File: src/verilog/vpar_defs.vh
/*
 * constants for the voltage pwm amplitude regulator: field widths, reset
 * values, timing counts. assumes a 100 MHz core clock.
 */
// Behaviour
// - autoscale samples coil current only in chopper on phase, regulates amplitude.
// - regulator gain setting is the proportional coefficient; least usable gain is one.
// - in tuning phase two the regulator also absorbs velocity-driven amplitude change.
// - autoscale serves both initial tuning and continuous tracking afterwards.
// - regulation only above minimum duty from blank time; blank code 1 is 24 cycles.
// - lower currents come from offset and gradient, tuned or programmed.
// - freewheel option lets coil current fall to zero.
// - in autoscale, sub-limit run and hold scales accepted only after tuning completed.
// - step interval is counted in clock cycles and used as velocity.
// - pure velocity scaling chosen only by writing autoscale enable to 0.
// - amplitude is 8 bits; the sine it scales peaks at 248 of 256.
// - sum is offset*(cs+1)/32 plus gradient*256*fstep/fclk.
// - step frequency normalised to 256 microsteps per full step.
// - current scale term is the scale in effect from hold and run settings.
// - tuned offset and gradient are readable back by the host.
`ifndef VPAR_DEFS_VH
`define VPAR_DEFS_VH
`define VPAR_AMPL_W 8
`define VPAR_AMPL_MAX 8'hff
`define VPAR_SINE_PEAK 8'hf8
`define VPAR_CS_W 5
`define VPAR_CS_MIN_AUTO 5'h06
`define VPAR_STEP_INTERVAL_COUNT_W 20
`define VPAR_STEP_INTERVAL_COUNT_MAX 20'hfffff
`define VPAR_MSTEP_W 4
`define VPAR_GRAD_RST 8'h0e
`define VPAR_OFS_RST 8'h24
`define VPAR_REG_RST 4'h4
`define VPAR_BLANK_BASE 8'h10
`define VPAR_BLANK_STEP 8'h08
`define VPAR_PER_00 11'h400
`define VPAR_PER_01 11'h2ab
`define VPAR_PER_10 11'h200
`define VPAR_PER_11 11'h19a
`endif

File: src/verilog/vpar_step_timer.v
/*
 * step interval counter in core clock cycles, scaled to a 256 microstep
 * equivalent. assumes step_i already synchronised, one pulse per step.
 */
`timescale 1ns/10ps
`include "vpar_defs.vh"
module vpar_step_timer
(
    input wire clk_i,
    input wire sys_rst_i,
    input wire step_i,
    input wire [`VPAR_MSTEP_W-1:0] mres_shift_i,
    output reg [`VPAR_STEP_INTERVAL_COUNT_W-1:0] interval_o
);
    reg [`VPAR_STEP_INTERVAL_COUNT_W-1:0] cnt_reg;
    reg [`VPAR_STEP_INTERVAL_COUNT_W+8:0] scaled;
    always @*
    begin
        // coarser steps cover more 256-equivalent steps: divide by 2^shift
        scaled = {9'h000, cnt_reg} >> mres_shift_i;
    end
    always @(posedge clk_i)
    begin
        if (sys_rst_i)
        begin
            cnt_reg <= 20'h00000;
            interval_o <= `VPAR_STEP_INTERVAL_COUNT_MAX;
        end
        else if (step_i)
        begin
            // the step cycle itself counts, so steps n cycles apart read n
            cnt_reg <= 20'h00001;
            interval_o <= (scaled[`VPAR_STEP_INTERVAL_COUNT_W-1:0] == 20'h00000) ? 20'h00001
                : scaled[`VPAR_STEP_INTERVAL_COUNT_W-1:0];
        end
        else
        begin
            if (cnt_reg != `VPAR_STEP_INTERVAL_COUNT_MAX)
                cnt_reg <= cnt_reg + 1'b1;
            else
                interval_o <= `VPAR_STEP_INTERVAL_COUNT_MAX; // standstill: velocity term fades to zero
        end
    end
endmodule // vpar_step_timer

File: src/verilog/vpar_chop_timer.v
/*
 * chopper period divider and blank window. one pulse per chopper period,
 * on-phase flag after blanking. assumes select inputs stable while running.
 */
`timescale 1ns/10ps
`include "vpar_defs.vh"
module vpar_chop_timer
(
    input wire clk_i,
    input wire sys_rst_i,
    input wire [1:0] chopper_frequency_select_i,
    input wire [1:0] blank_time_select_i,
    input wire [7:0] duty_i,
    output reg period_o,
    output reg sample_ok_o
);
    reg [10:0] cnt_reg;
    reg hit_reg;
    reg [10:0] per;
    reg [10:0] on_len;
    reg [21:0] on_prod;
    reg [7:0] blank;
    reg in_window;
    always @*
    begin
        case (chopper_frequency_select_i)
            2'h0: per = `VPAR_PER_00;
            2'h1: per = `VPAR_PER_01;
            2'h2: per = `VPAR_PER_10;
            default: per = `VPAR_PER_11;
        endcase
        blank = `VPAR_BLANK_BASE + `VPAR_BLANK_STEP * {6'h00, blank_time_select_i};
        // on time of one half period scales with duty; full-width product, no wrap
        on_prod = {14'h0, duty_i} * {11'h0, per};
        on_len = on_prod[19:9];
        // current is valid only in on phase past blanking: min duty limit
        in_window = ({3'h0, blank} < on_len) && (cnt_reg >= {3'h0, blank})
            && (cnt_reg < on_len);
    end
    always @(posedge clk_i)
    begin
        if (sys_rst_i)
        begin
            cnt_reg <= 11'h000;
            hit_reg <= 1'b0;
            period_o <= 1'b0;
            sample_ok_o <= 1'b0;
        end
        else
        begin
            period_o <= (cnt_reg == per - 1'b1);
            cnt_reg <= (cnt_reg >= per - 1'b1) ? 11'h000 : cnt_reg + 1'b1;
            // window closes before period end: remember it, report with the period pulse
            sample_ok_o <= (cnt_reg == per - 1'b1) && (hit_reg || in_window);
            hit_reg <= (cnt_reg >= per - 1'b1) ? 1'b0 : (hit_reg || in_window);
        end
    end
endmodule // vpar_chop_timer

File: src/verilog/vpar_regulator.v
/*
 * voltage pwm amplitude regulator: automatic current-feedback scaling and
 * velocity feed-forward scaling. assumes current error comes from a sense
 * comparator synchronous to clk_i, step pulses from a pin.
 */
`timescale 1ns/10ps
`include "vpar_defs.vh"
module vpar_regulator
(
    input wire clk_i,
    input wire sys_rst_i,
    input wire step_pin_i,
    input wire [`VPAR_MSTEP_W-1:0] mres_shift_i,
    input wire auto_scale_en_i,
    input wire auto_grad_en_i,
    input wire tuning_phase_one_i,
    input wire tuning_phase_two_i,
    input wire freewheel_en_i,
    input wire standstill_i,
    input wire [3:0] reg_gain_i,
    input wire [1:0] blank_time_select_i,
    input wire [1:0] chopper_frequency_select_i,
    input wire [`VPAR_CS_W-1:0] run_current_scale_i,
    input wire [`VPAR_CS_W-1:0] hold_current_scale_i,
    input wire [7:0] amplitude_offset_setting_i,
    input wire [7:0] gradient_setting_i,
    input wire [8:0] current_error_i,
    output reg [`VPAR_AMPL_W-1:0] total_amplitude_o,
    output reg [7:0] auto_amplitude_o,
    output reg [7:0] tuned_offset_readback_o,
    output reg [7:0] tuned_gradient_readback_o,
    output reg [`VPAR_STEP_INTERVAL_COUNT_W-1:0] step_interval_count_o,
    output reg [`VPAR_CS_W-1:0] current_scale_o,
    output reg tuning_done_o,
    output reg amplitude_at_limit_o,
    output reg sine_peak_o
);
    localparam ST_IDLE = 3'b001;
    localparam ST_PH1 = 3'b010;
    localparam ST_PH2 = 3'b100;

    reg [2:0] st_reg;
    reg [2:0] st_next;
    reg [2:0] step_sync_reg;
    reg step_level_reg;
    reg step_pulse;
    wire [`VPAR_STEP_INTERVAL_COUNT_W-1:0] interval;
    wire period;
    wire sample_ok;
    reg [`VPAR_CS_W-1:0] cs;
    reg [13:0] ofs_term;
    reg [27:0] grad_term;
    reg [28:0] sum;
    reg [7:0] sum_sat;
    reg signed [13:0] delta;
    reg signed [10:0] auto_ext;
    reg signed [14:0] auto_new;
    reg [7:0] ofs_used;
    reg [7:0] grad_used;
    reg [7:0] auto_mag;
    reg ph1_seen_reg;

    // two-sample agreement of the second and third stages: the first stage is read by the second stage alone
    always @(posedge clk_i)
    begin
        if (sys_rst_i)
        begin
            step_sync_reg <= 3'b000;
            step_level_reg <= 1'b0;
        end
        else
        begin
            step_sync_reg <= {step_sync_reg[1:0], step_pin_i};
            if (step_sync_reg[1] == step_sync_reg[2])
                step_level_reg <= step_sync_reg[2];
        end
    end

    always @*
    begin
        step_pulse = (step_sync_reg[1] == step_sync_reg[2]) && step_sync_reg[2]
            && !step_level_reg;
    end

    vpar_step_timer u_step
    (
        .clk_i(clk_i),
        .sys_rst_i(sys_rst_i),
        .step_i(step_pulse),
        .mres_shift_i(mres_shift_i),
        .interval_o(interval)
    );

    vpar_chop_timer u_chop
    (
        .clk_i(clk_i),
        .sys_rst_i(sys_rst_i),
        .chopper_frequency_select_i(chopper_frequency_select_i),
        .blank_time_select_i(blank_time_select_i),
        .duty_i(total_amplitude_o),
        .period_o(period),
        .sample_ok_o(sample_ok)
    );

    always @*
    begin
        // scale in effect: hold at standstill, run otherwise
        cs = standstill_i ? hold_current_scale_i : run_current_scale_i;
        // in autoscale without tuning done a sub-limit scale is clamped up
        if (auto_scale_en_i && !tuning_done_o && cs < `VPAR_CS_MIN_AUTO)
            cs = `VPAR_CS_MIN_AUTO;
        // tuned offset in autoscale, tuned gradient only with auto gradient on too; programmed values otherwise
        ofs_used = auto_scale_en_i ? tuned_offset_readback_o : amplitude_offset_setting_i;
        grad_used = (auto_scale_en_i && auto_grad_en_i) ? tuned_gradient_readback_o
            : gradient_setting_i;
        // widen before adding one: scale 31 must give 32, not wrap to 0
        ofs_term = ({6'h00, ofs_used} * ({9'h000, cs} + 14'h0001)) >> 5;
        // grad*256*fstep/fclk with fstep/fclk = 1/interval
        grad_term = ({12'h000, grad_used, 8'h00}) / {8'h00, interval};
        sum = {15'h0000, ofs_term} + {1'b0, grad_term};
        // correction is signed: a negative one pulls the sum down, floored at zero
        auto_mag = 8'h00 - auto_amplitude_o;
        if (auto_scale_en_i && !auto_amplitude_o[7])
            sum = sum + {21'h00000, auto_amplitude_o};
        else if (auto_scale_en_i)
            sum = (sum > {21'h00000, auto_mag}) ? sum - {21'h00000, auto_mag}
                : 29'h0000000;
        sum_sat = (sum > {21'h00000, `VPAR_AMPL_MAX}) ? `VPAR_AMPL_MAX : sum[7:0];
        if (freewheel_en_i && standstill_i && hold_current_scale_i == 0)
            sum_sat = 8'h00;
    end

    always @*
    begin
        st_next = st_reg;
        case (st_reg)
            ST_IDLE:
                if (auto_scale_en_i && tuning_phase_one_i)
                    st_next = ST_PH1;
                else if (auto_scale_en_i && tuning_phase_two_i && ph1_seen_reg)
                    st_next = ST_PH2;
            ST_PH1:
                if (!tuning_phase_one_i)
                    st_next = ST_IDLE;
            ST_PH2:
                if (!tuning_phase_two_i)
                    st_next = ST_IDLE;
            default:
                st_next = ST_IDLE;
        endcase
    end

    always @*
    begin
        auto_ext = {{3{auto_amplitude_o[7]}}, auto_amplitude_o};
        // gain 0 treated as 1: smallest usable gain
        delta = $signed(current_error_i) * $signed({1'b0, (reg_gain_i == 0) ? 4'h1 : reg_gain_i});
        auto_new = {{4{auto_ext[10]}}, auto_ext} + {delta[13], delta};
    end

    always @(posedge clk_i)
    begin
        if (sys_rst_i)
        begin
            st_reg <= ST_IDLE;
            ph1_seen_reg <= 1'b0;
            auto_amplitude_o <= 8'h00;
            tuned_offset_readback_o <= `VPAR_OFS_RST;
            tuned_gradient_readback_o <= `VPAR_GRAD_RST;
            tuning_done_o <= 1'b0;
            total_amplitude_o <= 8'h00;
            amplitude_at_limit_o <= 1'b0;
            step_interval_count_o <= `VPAR_STEP_INTERVAL_COUNT_MAX;
            current_scale_o <= 5'h00;
            sine_peak_o <= 1'b0;
        end
        else
        begin
            st_reg <= st_next;
            total_amplitude_o <= sum_sat;
            amplitude_at_limit_o <= (sum_sat == `VPAR_AMPL_MAX);
            step_interval_count_o <= interval;
            current_scale_o <= cs;
            // peak of sine reachable at amplitude 248 and above
            sine_peak_o <= (sum_sat >= `VPAR_SINE_PEAK);
            // tracking runs whenever autoscale is on, tuning or not
            if (auto_scale_en_i && period && sample_ok)
            begin
                // signed 8-bit correction, saturated, no wrap
                if (auto_new > 15'sd127)
                    auto_amplitude_o <= 8'h7f;
                else if (auto_new < -15'sd128)
                    auto_amplitude_o <= 8'h80;
                else
                    auto_amplitude_o <= auto_new[7:0];
                if (st_reg == ST_PH1 && !auto_amplitude_o[7])
                    tuned_offset_readback_o <= (tuned_offset_readback_o == 8'hff) ?
                        8'hff : tuned_offset_readback_o + 1'b1;
                if (st_reg == ST_PH1 && auto_amplitude_o[7] && tuned_offset_readback_o != 0)
                    tuned_offset_readback_o <= tuned_offset_readback_o - 1'b1;
                // velocity error absorbed and folded into gradient
                if (st_reg == ST_PH2 && auto_grad_en_i && step_pulse == 1'b0)
                begin
                    if (!auto_amplitude_o[7] && auto_amplitude_o != 0
                        && tuned_gradient_readback_o != 8'hff)
                        tuned_gradient_readback_o <= tuned_gradient_readback_o + 1'b1;
                    else if (auto_amplitude_o[7] && tuned_gradient_readback_o != 0)
                        tuned_gradient_readback_o <= tuned_gradient_readback_o - 1'b1;
                end
            end
            if (st_reg == ST_PH1 && st_next == ST_IDLE)
                ph1_seen_reg <= 1'b1;
            if (st_reg == ST_PH2 && st_next == ST_IDLE)
                tuning_done_o <= 1'b1;
            if (!auto_scale_en_i)
                auto_amplitude_o <= 8'h00;
        end
    end
endmodule // vpar_regulator

File: config.mk
export PLATFORM = sky130hd
export DESIGN_NAME = vpar_regulator
export DESIGN_NICKNAME = d
export VERILOG_FILES = /design/src/verilog/vpar_step_timer.v /design/src/verilog/vpar_chop_timer.v /design/src/verilog/vpar_regulator.v
export VERILOG_INCLUDE_DIRS = /design/src /design/src/verilog
export SDC_FILE = /design/constraint.sdc
export NUM_CORES = 1
export LEC_CHECK = 0
export BUFFER_PORTS_ARGS = -buffer_cell sky130_fd_sc_hd__clkbuf_2
export CAP_MARGIN = 10
export CORE_ASPECT_RATIO = 0.6
export CORE_MARGIN = 5
export CORE_UTILIZATION = 45
export DETAILED_ROUTE_END_ITERATION = 10
export PLACE_DENSITY_LB_ADDON = 0.1
export SLEW_MARGIN = 25
export SYNTH_ARGS = -nofsm -noshare
export SYNTH_HDL_FRONTEND = slang
export SYNTH_SLANG_ARGS = --single-unit
File: constraint.sdc
create_clock -name clk_i -period 71.3 [get_ports clk_i]
set_input_delay 14.26 -clock clk_i [delete_from_list [all_inputs] [get_ports clk_i]]
set_output_delay 14.26 -clock clk_i [all_outputs]
set_load 0.01 [all_outputs]
==> flow_summary.ini, run 1 <==
[status]
outcome = finished clean

[logic_synthesis]
syn_area_per_cell_um2 = 7.477
synth_cell_type_count = 129
netlist_area_before_placement_mm2 = 0.03516
synth.yosys.warnings = 0
syn-instance-count = 4703
seq_area_frac_synth_pct = 6.946
number_of_flops_mapped_to_enable_cells_by_yosys = 0
post-synth-top-area-fraction_pct = 18.75
synth.largest_area_cell = sky130_fd_sc_hd__ha_1
ys.flop_type = sky130_fd_sc_hd__dfxtp_1
postSynthRegisterBits = 122
yosys-top-cells-area = sky130_fd_sc_hd__ha_1 (19%), sky130_fd_sc_hd__dfxtp_1 (6.9%), sky130_fd_sc_hd__fa_1 (5.4%)
ys_async_sr_fraction_pct = 0

[setup_path]
critical_path_peak_fanout = 31
critical_path.slowest_cell = sky130_fd_sc_hd__or4b_2
timing.critical_path.to_type = flop
cpLargestDelayFamily = compound AO/OA/AOI/OAI gates
timing.critical_path.mode_cell = sky130_fd_sc_hd__ha_1
crit_required_ns = 71.56
cp_data_arrival_time_ns = 67.49
worst-setup-path-type = reg -> reg
critical_path_startpoint_category = flop
max_stage_delay_ns = 0.67
number_of_buffer_and_inverter_stages_on_the_critical_path = 18

[power]
power_density_mw_per_mm2 = 10.02
total_power_mw = 0.3852
cellLeakagePower_nw = 18.91
ir_worst_vdd_mv = 0.01589

[floorplan]
design.portCount = 116
die_width_um = 370.9
rows = 79
fp.coreArea_mm2 = 0.07749
initial_utilization_pct = 45.37
chipHeight_um = 226.5
fp.dieArea_mm2 = 0.08401

[clock_tree]
clkLatencyLatePin_ns = 0.44
cts_tree = done
cts-htree-levels = 4
clk_pin_slew_worst_paths_ns = 0.05
clock_sinks = 122
cts_buffers = 17
ctsRootBufferMaster = sky130_fd_sc_hd__clkbuf_16
cts.hold.buffers_added = 0
cts-root-to-sink-buffers = 2

[timing]
final_count_of_pins_violating_max_slew = 0
layout_worst_path_cycle_share_pct = 94.29
maxSlewHeadroom_pct = 30.36
fin_crit_ns = 67.23
fin_setup_tns_ns = 0
maxClockFrequency_ghz = 0.01487
finalHoldViolCount = 0
setup_ws_ns = 4.068
max_slew.worst_pin.slew_ns = 1.043
worst_hold_margin_ns = 0.4604
number_of_endpoints_failing_setup_at_the_final_stage = 0
finalClockSkew_ns = 0.01924

[run]
drv_cap = 0

[placement]
portBuffers = 115
worst_slack_after_detailed_placement_ns = -1.873
placed_area_mm2 = 0.03733
place_hpwl_um = 102700
finalWeightedCongestion = 0.9986
dpl.cell_count = 5852

[final_layout]
areaGrowthSynthToFinish_pct = 9.344
fill_cells = 7724
layout.core_utilization_pct = 49.61
layout-drive-gt1-share_pct = 12.81
final_cells = 5900
final_cell_area_mm2 = 0.03845
design.final.nets = 5516
diodes = 0

[global_route]
global_route.overflow_total = 0
grt_pass1_wl_um = 192900
grt_start_max_net_pins = 60
grt_antenna_before_repair = 0
grtUsageTotal_pct = 29.19
via_count_of_the_first_global_routing_pass = 31630

[drt]
routed_via_density = 6.082
post-route-drc-count = 0
first_drt_iteration_drcs = 4069
dr.pass1.iters = 7
totalWireLength_um = 128000
drt.antenna.violating_nets = 0
routed_wire_length_per_instance_um = 21.69
detailroute.via_count = 35880

[worst_hold_path]
holdCritPathClass = reg -> reg
==> cells in the final DEF, fill, tap and decap left out, types with 49 or more instances in the layout <==
| master | count |
|---|---|
| sky130_fd_sc_hd__o21ai_0 | 219 |
| sky130_fd_sc_hd__clkbuf_2 | 115 |
| sky130_fd_sc_hd__o21a_1 | 112 |
| sky130_fd_sc_hd__nand2b_1 | 69 |
| sky130_fd_sc_hd__ha_1 | 527 |
| sky130_fd_sc_hd__dfxtp_1 | 122 |
| sky130_fd_sc_hd__xor2_1 | 123 |
| sky130_fd_sc_hd__or2_2 | 66 |
| sky130_fd_sc_hd__nand3_1 | 118 |
| sky130_fd_sc_hd__nand4_1 | 67 |
| sky130_fd_sc_hd__inv_1 | 281 |
| sky130_fd_sc_hd__xnor2_1 | 212 |
| sky130_fd_sc_hd__buf_4 | 101 |
| sky130_fd_sc_hd__nor2_1 | 436 |
| sky130_fd_sc_hd__nor3_1 | 134 |
| sky130_fd_sc_hd__and2_1 | 102 |
| sky130_fd_sc_hd__a21o_1 | 137 |
| sky130_fd_sc_hd__fa_1 | 95 |
| sky130_fd_sc_hd__mux2_2 | 147 |
| sky130_fd_sc_hd__mux2i_1 | 58 |
| sky130_fd_sc_hd__nor2b_1 | 76 |
| sky130_fd_sc_hd__a31oi_1 | 49 |
| sky130_fd_sc_hd__nand2_1 | 379 |
| sky130_fd_sc_hd__a21oi_1 | 363 |
==> tightest hold or removal path, stage by stage, from the launching register on <==
cell and delay, ns:
sky130_fd_sc_hd__dfxtp_1 0.30, sky130_fd_sc_hd__nor2_1 0.05, sky130_fd_sc_hd__nor2_1 0.07
==> layout make-up <==
cell class              instances  area (um2)  share of cell area (%)
multi-input cells            4189       31660                   82.35
clock buffers                  21       480.5                   1.250
well taps                    1053        1318                   3.427
inverters                     289        1092                   2.841
flip-flops and latches        122        2442                   6.352
clock inverters                 7       70.07                  0.1822
repair buffers                219        1385                   3.602
==> cell usage after synthesis, types with 29 or more instances <==
master and number:
sky130_fd_sc_hd__o31ai_1 35, sky130_fd_sc_hd__or3_1 38, sky130_fd_sc_hd__nor2_1 443, sky130_fd_sc_hd__nor3_1 137, sky130_fd_sc_hd__o21a_1 113, sky130_fd_sc_hd__inv_1 282
sky130_fd_sc_hd__o21bai_1 35, sky130_fd_sc_hd__o211ai_1 48, sky130_fd_sc_hd__nand4_1 67, sky130_fd_sc_hd__a21oi_1 373, sky130_fd_sc_hd__or2_2 67, sky130_fd_sc_hd__nor2b_1 76
sky130_fd_sc_hd__mux2i_1 58, sky130_fd_sc_hd__nand2b_1 69, sky130_fd_sc_hd__dfxtp_1 122, sky130_fd_sc_hd__a211oi_1 38, sky130_fd_sc_hd__nor4_1 29, sky130_fd_sc_hd__o21ai_0 228
sky130_fd_sc_hd__nand3_1 120, sky130_fd_sc_hd__xor2_1 123, sky130_fd_sc_hd__clkbuf_1 88, sky130_fd_sc_hd__nand2_1 381, sky130_fd_sc_hd__a31oi_1 52, sky130_fd_sc_hd__ha_1 527
sky130_fd_sc_hd__fa_1 95, sky130_fd_sc_hd__mux2_2 147, sky130_fd_sc_hd__and3_1 35, sky130_fd_sc_hd__xnor2_1 214, sky130_fd_sc_hd__and2_1 104, sky130_fd_sc_hd__a21o_1 139
==> cell families after synthesis <==
group | after synthesis | synth area share [%]
and+or+nand+nor | 1665 | 23.51
AOI/OAI and AO/OA | 1333 | 25.70
adders and majority gates | 622 | 24.16
buffers and inverters | 406 | 4.455
xor gates and xnor gates | 338 | 8.440
muxes | 216 | 6.782
DFF | 122 | 6.946
other | 1 | 0.01066
==> what timing repair did <==
item / in CTS / in global routing
cloned: 0 / 2
setup endpoints to repair: 10 / 10
pin swaps: 0 / 13
gates resized for setup: 13 / 82
setup buffers: 0 / 18
==> worst paths after layout <==
path	start	endpoint	slack (ns)	cells past startpoint
setup reg to reg	u_step.interval_o[15]$_SDFFE_PP1P_	amplitude_at_limit_o$_SDFF_PP0_	4.07	286
hold / removal	u_chop.hit_reg$_SDFF_PP0_	u_chop.hit_reg$_SDFF_PP0_	0.46	2
setup / recovery	u_step.interval_o[15]$_SDFFE_PP1P_	amplitude_at_limit_o$_SDFF_PP0_	4.07	286
hold reg to reg	u_chop.hit_reg$_SDFF_PP0_	u_chop.hit_reg$_SDFF_PP0_	0.46	2
==> metal layers <==
| layer | track usage (%) | wire length (um) | vias to the layer above |
|---|---|---|---|
| met5 | 0 | 0 | - |
| met4 | 3.330 | 1479 | 0 |
| met3 | 8.380 | 15020 | 109 |
| met2 | 37.14 | 45090 | 1597 |
| met1 | 47.91 | 66350 | 16680 |
| li1 | - | - | 17500 |
==> report_power, final <==
part           leakage, nW  switching, mW  internal [mW]
Clock                0.261         0.0328         0.0506
Sequential           0.991        0.00511         0.0710
Combinational         17.7          0.134         0.0920
Total                 18.9          0.172          0.214
No activity file was read; power rests on OpenSTA's default activity.
==> run 2, diff against run 1 <==
- CELL_PAD_IN_SITES_DETAIL_PLACEMENT: unset -> 0
- CELL_PAD_IN_SITES_GLOBAL_PLACEMENT: unset -> 1
- CORE_UTILIZATION: 45 -> 44
- SLEW_MARGIN: 25 -> 15
==> run 2 against run 1 <==
Utilization down 0.94 points. Critical path depth shrank 7. Critical endpoint is now total_amplitude_o[2]$_SDFF_PP0_. Routed wire length is 1.8% higher. Maximum frequency fell by 0.75%.
==> flow_summary.ini, run 2 (synthesized netlist as in run 1, its figures left out) <==
[global_route]
grtUsageTotal_pct = 28.79
use_met1_pct = 47.43
gr-usage-met3_pct = 8.521
via_count_of_the_first_global_routing_pass = 31860
gr-usage-met2_pct = 35.96
grt_antenna_before_repair = 2
grt_pass1_wl_um = 197200
grt_start_max_net_pins = 60
gr-max-usage-layer = met1
global_route.overflow_total = 0

[setup_path]
critical_path_startpoint_category = flop
max_stage_delay_ns = 0.67
timing.critical_path.mode_cell = sky130_fd_sc_hd__ha_1
cp_data_arrival_time_ns = 68.07
number_of_buffer_and_inverter_stages_on_the_critical_path = 19
crit_required_ns = 71.63
worst-setup-path-type = reg -> reg
critical_path.slowest_cell = sky130_fd_sc_hd__or4b_2
timing.critical_path.to_type = flop
cpLargestDelayFamily = compound AO/OA/AOI/OAI gates
critical_path_peak_fanout = 21

[drt]
routed_wire_length_per_instance_um = 21.98
detailroute.via_count = 35840
totalWireLength_um = 130300
first_drt_iteration_drcs = 3726
dr.pass1.iters = 6
drt.antenna.violating_nets = 0
post-route-drc-count = 0
routed_via_density = 6.049

[power]
total_power_mw = 0.4033
ir_worst_vdd_mv = 0.01710
power_density_mw_per_mm2 = 10.44
cellLeakagePower_nw = 19.03

[final_layout]
areaGrowthSynthToFinish_pct = 9.889
fill_cells = 7923
multiInputGateArea_mm2 = 0.03167
diodes = 0
design.final.nets = 5533
final_cells = 5925
seq_area_mm2 = 0.002442
layout.core_utilization_pct = 48.68
layout-drive-gt1-share_pct = 12.82
final_cell_mix = sky130_fd_sc_hd__ha_1 (527), sky130_fd_sc_hd__nor2_1 (436), sky130_fd_sc_hd__nand2_1 (379), sky130_fd_sc_hd__a21oi_1 (363), sky130_fd_sc_hd__inv_1 (281)
final_common_cell = sky130_fd_sc_hd__ha_1

[floorplan]
chipHeight_um = 229.0
fp.coreArea_mm2 = 0.07938
die_width_um = 375.0
rows = 80
fp.dieArea_mm2 = 0.08585
design.portCount = 116
initial_utilization_pct = 44.30

[timing]
layout_worst_path_cycle_share_pct = 95.01
max_slew.worst_pin.slew_ns = 1.122
setup_ws_ns = 3.557
finalClockSkew_ns = 0.02360
final_count_of_pins_violating_max_slew = 0
maxSlewHeadroom_pct = 24.64
fin_crit_ns = 67.74
maxClockFrequency_ghz = 0.01476
number_of_endpoints_failing_setup_at_the_final_stage = 0
finalHoldViolCount = 0
fin_setup_tns_ns = 0

[clock_tree]
ctsRootBufferMaster = sky130_fd_sc_hd__clkbuf_16
clkLatencyLatePin_ns = 0.49
cts_tree = done
clock_sinks = 122
cts-htree-levels = 4
cts-root-to-sink-buffers = 3
cts.hold.buffers_added = 0
clk_pin_slew_worst_paths_ns = 0.06
cts_buffers = 25

[run]
drv_cap = 0

[placement]
finalWeightedCongestion = 0.9699
place_hpwl_um = 105600
worst_slack_after_detailed_placement_ns = -2.161
portBuffers = 115
dpl.cell_count = 5874

[status]
outcome = finished clean

[worst_hold_path]
holdCritPathClass = reg -> reg
-- run 2: changes by cell type in the layout (fill, tap and decap cells not counted), moves of 2 or more --
cell and change:
sky130_fd_sc_hd__clkbuf_1 +3, sky130_fd_sc_hd__clkinvlp_4 -4, sky130_fd_sc_hd__a2111oi_1 +2, sky130_fd_sc_hd__buf_12 -2, sky130_fd_sc_hd__a311oi_2 -2, sky130_fd_sc_hd__buf_6 +2, sky130_fd_sc_hd__nor3_2 -2, sky130_fd_sc_hd__clkbuf_8 -2
sky130_fd_sc_hd__buf_4 +9, sky130_fd_sc_hd__clkbuf_16 +8, sky130_fd_sc_hd__a311oi_1 +2, sky130_fd_sc_hd__nor3_1 +2
-- run 2: path summary, 6_finish.rpt --
path	slack [ns]	to	cells past startpoint	from
max reg2reg	3.56	total_amplitude_o[2]$_SDFF_PP0_	279	u_step.interval_o[9]$_SDFFE_PP1P_
min	0.46	step_sync_reg[1]$_SDFF_PP0_	1	step_sync_reg[0]$_SDFF_PP0_
max	3.56	total_amplitude_o[2]$_SDFF_PP0_	279	u_step.interval_o[9]$_SDFFE_PP1P_
min reg2reg	0.46	step_sync_reg[1]$_SDFF_PP0_	1	step_sync_reg[0]$_SDFF_PP0_
-- run 2: final cells by class --
type / count / share of cell area, %
Tap cell: 1066 / 3.452
Timing Repair Buffer: 228 / 3.714
Clock inverter: 1 / 0.01295
Multi-Input combinational cell: 4189 / 81.95
Inverter: 289 / 2.827
Sequential cell: 122 / 6.321
Clock buffer: 30 / 1.719
-- run 2: repair_timing --
action / CTS / global route
resized for setup: 18 / 77
gates cloned: 0 / 2
setup endpoints to repair: 10 / 10
buffers inserted: 2 / 16
pin swaps: 1 / 15
-- run 2: power by group --
group	internal (mW)	leakage (nW)	switching, mW
registers	0.0711	0.991	0.00543
clock network	0.0642	0.330	0.0341
logic	0.0921	17.7	0.136
total	0.227	19.0	0.176
-- run 2: through the flow --
step | cell area [um2] | hold slack, ns
after CTS | 38150 | 0.4655
after global routing | 38640 | 0.4693
after detailed placement | 37380 | 0.4530
after floorplan | 35210 | 0.4138
final | 38640 | 0.4599
after global placement | 37380 | 0.4439
-- run 2: worst register-to-register path, delay by kind of cell (launching register included) --
family	cells	cell delay (ns)
AOI/OAI and AO/OA	138	31.02
and+or+nand+nor	79	18.26
adders and majority gates	28	8.99
muxes	13	4.87
buffers and inverters	19	3.80
xor gates and xnor gates	2	0.40
DFF	1	0.29
-- run 2: routing by layer --
metal / up-vias / wire (um)
li1: 17550 / -
met3: 94 / 14810
met5: - / 0
met1: 16680 / 68070
met4: 0 / 1786
met2: 1525 / 45590
